[config.mk]
export PLATFORM = sky130hd
export DESIGN_NAME = lfs_supervisor
export DESIGN_NICKNAME = d
export VERILOG_FILES = /design/src/hdl/lfs_pkg.sv /design/src/hdl/lfs_pin_sync.sv /design/src/hdl/lfs_supervisor.sv
export SDC_FILE = /design/constraint.sdc
export NUM_CORES = 1
export LEC_CHECK = 0
export ABC_AREA = 1
export BUFFER_PORTS_ARGS = -buffer_cell sky130_fd_sc_hd__clkbuf_2
export CORE_ASPECT_RATIO = 1.1
export CORE_MARGIN = 1.5
export CORE_UTILIZATION = 40
export DETAILED_ROUTE_END_ITERATION = 10
export GPL_TIMING_DRIVEN = 0
export SYNTH_ARGS = -nofsm -noshare
export SYNTH_HDL_FRONTEND = slang
export SYNTH_SLANG_ARGS = --single-unit
[constraint.sdc]
create_clock -name clk -period 7.8 [get_ports clk]
set_clock_uncertainty 0.1 [all_clocks]
set_input_delay 1.56 -clock clk [delete_from_list [all_inputs] [get_ports clk]]
set_output_delay 1.56 -clock clk [all_outputs]
set_load 0.02 [all_outputs]
[src/hdl/lfs_pkg.sv]
package lfs_pkg;

    // Two-wire slave address, full eight-bit form
    localparam logic [7:0] ADDR_WRITE = 8'h58;
    localparam logic [7:0] ADDR_READ = 8'h59;
    localparam int DIR_BIT = 0;

    // Register indexes
    localparam logic [7:0] REG_BRIGHTNESS = 8'h00;
    localparam logic [7:0] REG_CONTROL = 8'h01;
    localparam logic [7:0] REG_FAULT_STATUS = 8'h02;
    localparam logic [7:0] REG_IDENT = 8'h03;

    // Reset values
    localparam logic [7:0] BRIGHTNESS_RST = 8'hFF;
    localparam logic [2:0] CONTROL_RST = 3'h0;
    // Arbitrary identification value
    localparam logic [7:0] IDENT_VALUE = 8'h5A;

    // Control register fields
    localparam int CTL_BL_ON = 0;
    localparam int CTL_BRT_SEL = 1;
    localparam int CTL_BRT_MODE = 2;
    localparam int CTL_WIDTH = 3;

    // Fault and status register fields
    localparam int STAT_FAULT = 0;
    localparam int STAT_THERMAL = 1;
    localparam int STAT_OVERCURRENT = 2;
    localparam int STAT_BL_ON = 3;
    localparam int STAT_ONE_OFF = 4;
    localparam int STAT_TWO_OFF = 5;

    // Channel count, fault timeout in dimming cycles, short cascade threshold and byte length
    localparam int NUM_CH = 8;
    localparam logic [2:0] FAULT_TIMEOUT = 3'd6;
    localparam logic [3:0] SHORT_ALL_OFF_COUNT = 4'd3;
    localparam logic [3:0] BITS_PER_BYTE = 4'd8;

    // Synchronised input bundle width
    localparam int SYNC_WIDTH = 24;

    typedef enum logic [3:0] {
        BUS_IDLE,
        BUS_ADDR,
        BUS_ACK_ADDR,
        BUS_CMD,
        BUS_ACK_CMD,
        BUS_WDATA,
        BUS_ACK_WDATA,
        BUS_ACK_RADDR,
        BUS_RDATA,
        BUS_HOLD
    } lfs_bus_state_t;

endpackage : lfs_pkg

[src/hdl/lfs_pin_sync.sv]
`timescale 1ns/1ps
module lfs_pin_sync #(
    parameter int WIDTH = 1
) (
    input wire logic clk,
    input wire logic rst_b,
    input wire logic [WIDTH-1:0] din,
    output logic [WIDTH-1:0] dout
);

    typedef struct packed {
        logic [WIDTH-1:0] s1;
        logic [WIDTH-1:0] s2;
        logic [WIDTH-1:0] s3;
        logic [WIDTH-1:0] q;
    } lfs_sync_state_t;

    lfs_sync_state_t r_reg;
    lfs_sync_state_t r_next;

    always_comb
    begin
        r_next = r_reg;
        r_next.s1 = din;
        r_next.s2 = r_reg.s1;
        r_next.s3 = r_reg.s2;
        // A bit changes only once stages two and three agree
        for (int i = 0; i < WIDTH; i++)
        begin
            if (r_reg.s2[i] == r_reg.s3[i])
            begin
                r_next.q[i] = r_reg.s3[i];
            end
        end
    end

    always_ff @(posedge clk or negedge rst_b)
    begin
        if (!rst_b)
        begin
            r_reg <= '0;
        end
        else
        begin
            r_reg <= r_next;
        end
    end

    assign dout = r_reg.q;

endmodule : lfs_pin_sync

[src/hdl/lfs_supervisor.sv]
`timescale 1ns/1ps
module lfs_supervisor (
    input wire logic clk,
    input wire logic rst_b,
    input wire logic power_on,
    input wire logic scl,
    input wire logic sda_i,
    output logic sda_o,
    output logic sda_oe,
    input wire logic dim_pwm,
    input wire logic [7:0] above_short,
    input wire logic [7:0] at_target,
    input wire logic over_voltage,
    input wire logic otp_lower,
    input wire logic otp_upper,
    input wire logic input_overcurrent,
    output logic [7:0] ch_drive,
    output logic [7:0] brightness
);

    typedef struct packed {
        lfs_pkg::lfs_bus_state_t st;
        logic [3:0] bits;
        logic [7:0] shreg;
        logic [7:0] cmd;
        logic cmd_ok;
        logic [7:0] wdata;
        logic wpend;
        logic sda_oe;
        logic scl_d;
        logic sda_d;
        logic pwm_d;
        logic bl_d;
        logic [7:0] brt;
        logic [lfs_pkg::CTL_WIDTH-1:0] ctl;
        logic [7:0][2:0] cnt;
        logic [7:0] good;
        logic [7:0] dis;
        logic all_off;
        logic therm;
        logic [7:0] drive;
    } lfs_state_t;

    localparam lfs_state_t STATE_RST = '{
        st: lfs_pkg::BUS_IDLE,
        brt: lfs_pkg::BRIGHTNESS_RST,
        ctl: lfs_pkg::CONTROL_RST,
        default: '0
    };

    lfs_state_t r_reg;
    lfs_state_t r_next;

    logic [lfs_pkg::SYNC_WIDTH-1:0] syn;
    logic syn_en;
    logic syn_scl;
    logic syn_sda;
    logic syn_pwm;
    logic syn_ovp;
    logic syn_otp_lo;
    logic syn_otp_hi;
    logic syn_ocur;
    logic [7:0] syn_short;
    logic [7:0] syn_target;

    function automatic logic [3:0] lfs_count_ones(input logic [7:0] v);
        logic [3:0] c;
        c = 4'h0;
        for (int i = 0; i < 8; i++)
        begin
            c = c + {3'h0, v[i]};
        end
        return c;
    endfunction : lfs_count_ones

    function automatic logic [7:0] lfs_read_reg(
        input logic [7:0] idx,
        input logic [7:0] brt,
        input logic [lfs_pkg::CTL_WIDTH-1:0] ctl,
        input logic [7:0] status
    );
        logic [7:0] v;
        v = 8'h00;
        case (idx)
            lfs_pkg::REG_BRIGHTNESS: v = brt;
            lfs_pkg::REG_CONTROL: v = {{(8 - lfs_pkg::CTL_WIDTH){1'b0}}, ctl};
            lfs_pkg::REG_FAULT_STATUS: v = status;
            lfs_pkg::REG_IDENT: v = lfs_pkg::IDENT_VALUE;
            default: v = 8'h00;
        endcase
        return v;
    endfunction : lfs_read_reg

    lfs_pin_sync #(
        .WIDTH(lfs_pkg::SYNC_WIDTH)
    ) u_sync (
        .clk(clk),
        .rst_b(rst_b),
        .din({power_on, scl, sda_i, dim_pwm, over_voltage, otp_lower, otp_upper,
            input_overcurrent, above_short, at_target}),
        .dout(syn)
    );

    assign {syn_en, syn_scl, syn_sda, syn_pwm, syn_ovp, syn_otp_lo, syn_otp_hi,
        syn_ocur, syn_short, syn_target} = syn;

    always_comb
    begin
        logic scl_rise;
        logic scl_fall;
        logic start_seen;
        logic stop_seen;
        logic dim_tick;
        logic bl_on;
        logic short_f;
        logic open_f;
        logic [3:0] off_count;
        logic [7:0] status;
        logic [7:0] rd;
        scl_rise = 1'b0;
        scl_fall = 1'b0;
        start_seen = 1'b0;
        stop_seen = 1'b0;
        dim_tick = 1'b0;
        bl_on = 1'b0;
        short_f = 1'b0;
        open_f = 1'b0;
        off_count = 4'h0;
        status = 8'h00;
        rd = 8'h00;
        r_next = r_reg;

        // Edge and bus condition detection on the synchronised pins
        scl_rise = syn_scl & ~r_reg.scl_d;
        scl_fall = ~syn_scl & r_reg.scl_d;
        start_seen = r_reg.scl_d & syn_scl & r_reg.sda_d & ~syn_sda;
        stop_seen = r_reg.scl_d & syn_scl & ~r_reg.sda_d & syn_sda;
        dim_tick = syn_pwm & ~r_reg.pwm_d;
        r_next.scl_d = syn_scl;
        r_next.sda_d = syn_sda;
        r_next.pwm_d = syn_pwm;

        // Fault and status view
        off_count = lfs_count_ones(r_reg.dis);
        status[lfs_pkg::STAT_TWO_OFF] = (off_count >= 4'd2);
        status[lfs_pkg::STAT_ONE_OFF] = (off_count == 4'd1);
        status[lfs_pkg::STAT_BL_ON] = |r_reg.drive;
        status[lfs_pkg::STAT_OVERCURRENT] = syn_ocur;
        status[lfs_pkg::STAT_THERMAL] = r_reg.therm;
        status[lfs_pkg::STAT_FAULT] = (off_count != 4'd0) | r_reg.therm | syn_ocur
            | r_reg.all_off;

        // Byte-wide two-wire slave
        if (start_seen)
        begin
            r_next.st = lfs_pkg::BUS_ADDR;
            r_next.bits = 4'h0;
            r_next.sda_oe = 1'b0;
        end
        else if (stop_seen)
        begin
            r_next.st = lfs_pkg::BUS_IDLE;
            r_next.sda_oe = 1'b0;
            r_next.cmd_ok = 1'b0;
            r_next.wpend = 1'b0;
            if (r_reg.wpend)
            begin
                // Write takes effect once the transaction completes
                case (r_reg.cmd)
                    lfs_pkg::REG_BRIGHTNESS: r_next.brt = r_reg.wdata;
                    lfs_pkg::REG_CONTROL:
                        r_next.ctl = r_reg.wdata[lfs_pkg::CTL_WIDTH-1:0];
                    default: r_next.brt = r_reg.brt;
                endcase
            end
        end
        else
        begin
            case (r_reg.st)
                lfs_pkg::BUS_IDLE:
                begin
                    r_next.sda_oe = 1'b0;
                end
                lfs_pkg::BUS_ADDR, lfs_pkg::BUS_CMD, lfs_pkg::BUS_WDATA:
                begin
                    if (scl_rise)
                    begin
                        r_next.shreg = {r_reg.shreg[6:0], syn_sda};
                        r_next.bits = r_reg.bits + 4'h1;
                    end
                    else if (scl_fall && r_reg.bits == lfs_pkg::BITS_PER_BYTE)
                    begin
                        r_next.bits = 4'h0;
                        r_next.sda_oe = 1'b1;
                        if (r_reg.st == lfs_pkg::BUS_ADDR)
                        begin
                            if (r_reg.shreg == lfs_pkg::ADDR_WRITE)
                            begin
                                r_next.st = lfs_pkg::BUS_ACK_ADDR;
                            end
                            else if (r_reg.shreg == lfs_pkg::ADDR_READ && r_reg.cmd_ok)
                            begin
                                r_next.st = lfs_pkg::BUS_ACK_RADDR;
                            end
                            else
                            begin
                                r_next.st = lfs_pkg::BUS_IDLE;
                                r_next.sda_oe = 1'b0;
                            end
                        end
                        else if (r_reg.st == lfs_pkg::BUS_CMD)
                        begin
                            r_next.cmd = r_reg.shreg;
                            r_next.cmd_ok = 1'b1;
                            r_next.st = lfs_pkg::BUS_ACK_CMD;
                        end
                        else
                        begin
                            r_next.wdata = r_reg.shreg;
                            r_next.st = lfs_pkg::BUS_ACK_WDATA;
                        end
                    end
                end
                lfs_pkg::BUS_ACK_ADDR:
                begin
                    if (scl_fall)
                    begin
                        r_next.sda_oe = 1'b0;
                        r_next.st = lfs_pkg::BUS_CMD;
                    end
                end
                lfs_pkg::BUS_ACK_CMD:
                begin
                    if (scl_fall)
                    begin
                        r_next.sda_oe = 1'b0;
                        r_next.st = lfs_pkg::BUS_WDATA;
                    end
                end
                lfs_pkg::BUS_ACK_WDATA:
                begin
                    if (scl_fall)
                    begin
                        r_next.sda_oe = 1'b0;
                        r_next.wpend = 1'b1;
                        r_next.st = lfs_pkg::BUS_HOLD;
                    end
                end
                lfs_pkg::BUS_ACK_RADDR:
                begin
                    if (scl_fall)
                    begin
                        rd = lfs_read_reg(r_reg.cmd, r_reg.brt, r_reg.ctl, status);
                        r_next.shreg = rd;
                        r_next.sda_oe = ~rd[7];
                        r_next.bits = 4'h1;
                        r_next.st = lfs_pkg::BUS_RDATA;
                    end
                end
                lfs_pkg::BUS_RDATA:
                begin
                    if (scl_fall)
                    begin
                        if (r_reg.bits == lfs_pkg::BITS_PER_BYTE)
                        begin
                            // Master owns the acknowledge after read data
                            r_next.sda_oe = 1'b0;
                            r_next.st = lfs_pkg::BUS_HOLD;
                        end
                        else
                        begin
                            r_next.sda_oe = ~r_reg.shreg[6];
                            r_next.shreg = {r_reg.shreg[6:0], 1'b0};
                            r_next.bits = r_reg.bits + 4'h1;
                        end
                    end
                end
                lfs_pkg::BUS_HOLD:
                begin
                    r_next.sda_oe = 1'b0;
                end
                default:
                begin
                    r_next.st = lfs_pkg::BUS_IDLE;
                    r_next.sda_oe = 1'b0;
                end
            endcase
        end

        // Channel fault supervision
        bl_on = r_reg.ctl[lfs_pkg::CTL_BL_ON];
        r_next.bl_d = bl_on;
        if (bl_on && !r_reg.bl_d)
        begin
            // Backlight re-enable clears every latched fault except a thermal trip still present
            r_next.dis = 8'h00;
            r_next.good = 8'h00;
            r_next.cnt = '0;
            r_next.all_off = 1'b0;
            // Trip still present at re-enable keeps the latch set
            r_next.therm = syn_otp_hi;
        end
        else
        begin
            if (syn_otp_hi)
            begin
                r_next.therm = 1'b1;
            end
            for (int i = 0; i < lfs_pkg::NUM_CH; i++)
            begin
                // Only a voltage above threshold counts as a short
                short_f = syn_short[i];
                open_f = ~syn_target[i] & (r_reg.good[i] | syn_ovp | syn_otp_lo);
                if (r_reg.drive[i] && syn_target[i])
                begin
                    r_next.good[i] = 1'b1;
                end
                if (!r_reg.drive[i] || syn_otp_hi || !(short_f || open_f))
                begin
                    r_next.cnt[i] = 3'h0;
                end
                else if (dim_tick)
                begin
                    if (r_reg.cnt[i] + 3'h1 == lfs_pkg::FAULT_TIMEOUT)
                    begin
                        r_next.dis[i] = 1'b1;
                        r_next.cnt[i] = 3'h0;
                        if (short_f && off_count >= lfs_pkg::SHORT_ALL_OFF_COUNT)
                        begin
                            r_next.all_off = 1'b1;
                        end
                    end
                    else
                    begin
                        r_next.cnt[i] = r_reg.cnt[i] + 3'h1;
                    end
                end
            end
        end
        if (bl_on && !r_next.therm && !r_next.all_off)
        begin
            r_next.drive = ~r_next.dis;
        end
        else
        begin
            r_next.drive = 8'h00;
        end

        // Power-on pin low holds everything at its reset state
        if (!syn_en)
        begin
            r_next = STATE_RST;
        end
    end

    always_ff @(posedge clk or negedge rst_b)
    begin
        if (!rst_b)
        begin
            r_reg <= STATE_RST;
        end
        else
        begin
            r_reg <= r_next;
        end
    end

    assign sda_o = 1'b0;
    assign sda_oe = r_reg.sda_oe;
    assign ch_drive = r_reg.drive;
    assign brightness = r_reg.brt;

endmodule : lfs_supervisor

# --- Word level (Yosys, flattened, before mapping) ---
# Index checks and enable logic that the tools add are counted.
word_totals:
  latchBits: 0
  reg_bits: 196
  out_inout_bits: 18
  rom_bits: 0
  ramBits: 0
  word_cells: 458
  n_memories: 0
classes:
  muxes: 143
  mul: 0
  n_shift: 0
  n_div: 0
  n_eq_ne: 104
  order_cmp: 2
  add_sub_neg: 16
  bitwise: 51
  n_reduce_logical: 81
op_table:
  columns: ["op", "count"]
  rows:
  - ["$mux W100", 1]
  - ["$mux W8", 11]
  - ["$mux W3", 27]
  - ["$mux W1", 72]
  - ["$mux W17", 4]
  - ["$ne A3 B3 Y1 const B", 20]
  - ["$ne A5 B5 Y1 const B", 11]
  - ["$ne A4 B4 Y1 const B", 13]
  - ["$mux W42", 1]
  - ["$pmux W12 S3", 1]
  - ["$mux W11", 3]
  - ["$mux W16", 2]
  - ["$mux W4", 8]
  - ["$pmux W8 S4", 1]
  - ["$pmux W4 S7", 1]
  - ["$mux W26", 1]
  - ["$add A3 B1 Y3 const B", 8]
  - ["$eq A1 B1 Y1", 24]
  - ["$eq A3 B3 Y1 const B", 8]
  - ["$logic_or A1 B1 Y1", 24]
  - ["$ne A2 B2 Y1 const B", 12]
  - ["$logic_and A1 B1 Y1", 21]
  - ["$reduce_and A7 Y1", 3]
  - ["$mux W20", 1]
  - ["32 further kinds", 119]

# --- Logic depth before layout (Yosys ltp) ---
logic_depth:
  word_depth: 48
  mapped_depth: 16
  depth_no_buf: 16

# --- Cells and area by module ---
# From an unflattened synthesis, not the netlist that was laid out.
hier_totals:
  cells_unflattened: 983
  area_unflattened_um2: 8788.4
modules_own_cells:
  columns: ["mod", "instances", "seq_area_each_um2", "cells_each", "area_per_inst_um2"]
  rows:
  - ["lfs_supervisor", 1, 2512.4, 767, 5815.6]
  - ["lfs_pin_sync", 1, 2402.3, 216, 2972.9]

# --- Worst setup path before layout ---
# Ideal clock, no wire load.
synth_path:
  path_kind: "reg-to-reg"
  startpoint: "register r_reg[10] (netlist bit)"
  endpoint: "register r_reg (netlist bit ch_drive[0])"
  n_path_buf: 0
  t_arrival_ps: 3086
  slack_ps: 4490
  setup_ps: 124
  stages_incl_launch_ff: 15
  period_less_slack_ps: 3310
  cell_sequence: "dfrtp_1 fa_1 inv_1 fa_1 fa_1 inv_1 ha_1 inv_1 fa_1 o21ai_0 nand2_1 nand2_1 nand2_1 nand2_1 nor2_1"
synth_rtl:
  columns: ["element", "line_no", "source"]
  rows:
  - ["start, declared", "lfs_supervisor.sv:51", "lfs_state_t r_reg;"]
  - ["start signal, assigned", "lfs_supervisor.sv:364", "r_reg <= r_next;"]

==> metrics <==
diode count 0; Final #Nets ~970; Final setup viols 0; initial DRC count 336; library cells used by synthesis 43; CP endpoint kind register; Pwr Density between 200 and 250 mW/mm^2; CTS Sinks 196; Yosys warning total 0; FFs w/ async S/R, synth 100%; # H-tree levels 4; detailed-route DRC error count 0; Final GP Congestion 0.845; hold depth 0; Synth Cell Area about 0.0085 sq mm; chip width 142 microns; Worst EP required 8.06 ns; syn_area_per_cell 9.84 sq um; first-pass GRT wire length 28.5 mm; Post-synth top flop dfrtp_1; Hold WC Path Type reg2reg; placed cell count roughly 1200; Crit Path Class reg2reg; crit path time final 3.65 ns; crit path max fanout 8; maximum vdd drop between 0.15 and 0.2 mV; Crit path arrival time 3.91 ns; sequential share of the synthesized area 58.1%; die area 0.0220 sq mm; Post-CTS Resized 0; Static Leakage 4.40 nW; die boundary height approximately 160 microns; cells on worst reg2reg path 15; Syn Nets 911; PortBufs 42; Fillers 1975; via/cell ratio 4.86; Num CTS Buffers 17; clk buf depth 2; hold_buf cts 0; DR vias 5795; hpwl dp 11.5 mm; DP Worst Slack around 4.2 ns; GRT overflow 0; Mapped Cells 860; endpoints failing hold 0; Largest register FFs 83; Setup WS post-layout 4.15 ns; # IOs 44; core region area 0.0206 sq mm; slew margin rel. about 62%; antenna viol nets, final 0; worst slew pin tran about 0.56 ns; Tot GR Track Use 16.5%; CP Launch Type register; row count 55; setup bufs post-CTS 0; share of cells above drive strength 1 between 15 and 20%; largest net degree at the start of global routing ~120; Slew Limit Fails 0; crit share post-route 46.8%; outcome completed; First-pass DRT Iterations 4; register bit total from synthesis around 200; number of flops mapped to enable cells by yosys 0; vias in the first global route 5698; Total Wirelength 16.5 mm; Avg WL per Cell between 10 and 15 microns; setup TNS 0 ns; unrepaired setup endpoints after global routing false; Root Driver clkbuf_16; Reg clk slew, reported paths 0.07 ns; Initial Util between 40 and 50%; max cap viols 0; final cell count without fillers around 1200; Worst-Skew Late Latency around 0.44 ns; fmax approximately 270 MHz; Area Overhead vs Synth 13.8%; CTS tree yes; Design Power 2.21 mW; initial antenna violation count 0
==> worst max-delay path, cell delays in order, from the launching register on <==
cell and delay [ns]:
dfrtp_1 0.40, fa_1 0.55, inv_1 0.05, fa_1 0.49
fa_1 0.40, inv_1 0.08, ha_1 0.16, inv_1 0.05
fa_1 0.38, mux2i_1 0.20, o21ai_0 0.11, nand2_1 0.07
nand2_1 0.04, nand2_1 0.08, nand2_1 0.23, nor2_1 0.17
==> report_power, final <==
| part | leakage, nW | switching, mW | internal (mW) |
|---|---|---|---|
| combinational | 1.67 | 0.155 | 0.0811 |
| clock | 0.273 | 0.416 | 0.427 |
| sequential | 2.45 | 0.0442 | 1.09 |
==> area by class of cell <==
type | instances | area, sq um | area share (%)
inverters | 125 | 469 | 4.87
clock buffers | 19 | 433 | 4.50
multi-input cells | 507 | 2870 | 29.8
flip-flops and latches | 196 | 4910 | 51.1
well taps | 256 | 320 | 3.33
clock inverters | 13 | 139 | 1.44
repair buffers | 44 | 274 | 2.85
plain buffers | 32 | 210 | 2.18
==> synthesized netlist by cell type (3+ instances only) <==
library cell    n  area, sq um
dfrtp_1       188         4700
nand2_1       125          469
inv_1         122          458
nor2_1        101          379
a21oi_1        60          300
o21ai_0        43          215
nand3_1        25          125
maj3_1         24          240
ha_1           21          263
buf_4          20          150
nand4_1        19          119
o21ai_1        15         75.1
nor3_1         10         50.1
a2bb2oi_1       8         70.1
dfstp_2         8          210
o21bai_1        8         60.1
buf_2           6         30.0
nand3_2         6         60.1
clkbuf_1        5         18.8
fa_1            4         80.1
nand2_2         4         25.0
nor3_2          4         40.0
inv_2           3         11.3
nor2_2          3         18.8
nor2_4          3         33.8
==> per-layer routing <==
metal | track usage, % | up-vias | share of wire, %
li1 | - | 2873 | -
met1 | 23.1 | 2792 | 48
met2 | 25.9 | 111 | 47
met3 | 2.67 | 19 | 3.5
met4 | 6.43 | 0 | 1.4
met5 | 0 | - | 0
==> stage by stage <==
step / util (%) / cell area, sq um / hold slack (ns)
after CTS: 46.6 / 9630 / 0.253
after floorplan: - / 8460 / 0.231
after global routing: 46.6 / 9630 / 0.256
after global placement: 43.6 / 8990 / 0.232
after detailed placement: 43.9 / 9050 / 0.235
final: 46.6 / 9630 / 0.250
==> cell families after synthesis <==
family          count (synthesis)  share of synthesized area [%]
simple gates                  311                           16.8
flops                         196                           58.1
buf+inv                       157                           8.03
compound gates                143                           9.83
fa+ha+maj                      49                           6.89
xor+xnor                        2                          0.207
other cells                     1                         0.0443
mux                             1                          0.118
==> cells in the final DEF (no fill, tap or decap), types with 3 or more instances in the layout <==
cell / Yosys / layout
dfrtp_1: 188 / 188
inv_2: 3 / 3
o21ai_0: 43 / 43
nor3_1: 10 / 10
inv_1: 122 / 122
buf_4: 20 / 20
nor3_2: 4 / 4
clkbuf_16: 0 / 17
a21oi_1: 60 / 60
buf_2: 6 / 6
inv_8: 0 / 5
o21ai_1: 15 / 15
clkbuf_1: 5 / 7
nand3_1: 25 / 25
ha_1: 21 / 21
a2bb2oi_1: 8 / 8
fa_1: 4 / 4
nand3_2: 6 / 6
nor2_1: 101 / 101
nand2_1: 125 / 125
o21bai_1: 8 / 8
nand4_1: 19 / 19
clkbuf_2: 0 / 41
nor2_4: 3 / 3
maj3_1: 24 / 24
nand2_2: 4 / 4
nor2_2: 3 / 3
dfstp_2: 8 / 8
==> path summary, 6_finish.rpt <==
kind / start / end / slack [ns]
min: u_sync.r_next[67] / u_sync.r_next[43] / 0.25
max in group asynchronous: rst_b / brightness[7] / 5.64
min in group asynchronous: rst_b / u_sync.r_next[67] / 0.81
min reg2reg: u_sync.r_next[67] / u_sync.r_next[43] / 0.25
max reg2reg: r_reg[10] / ch_drive[4] / 4.15
max: r_reg[10] / ch_drive[4] / 4.15
No activity file was read; power rests on OpenSTA's default activity.
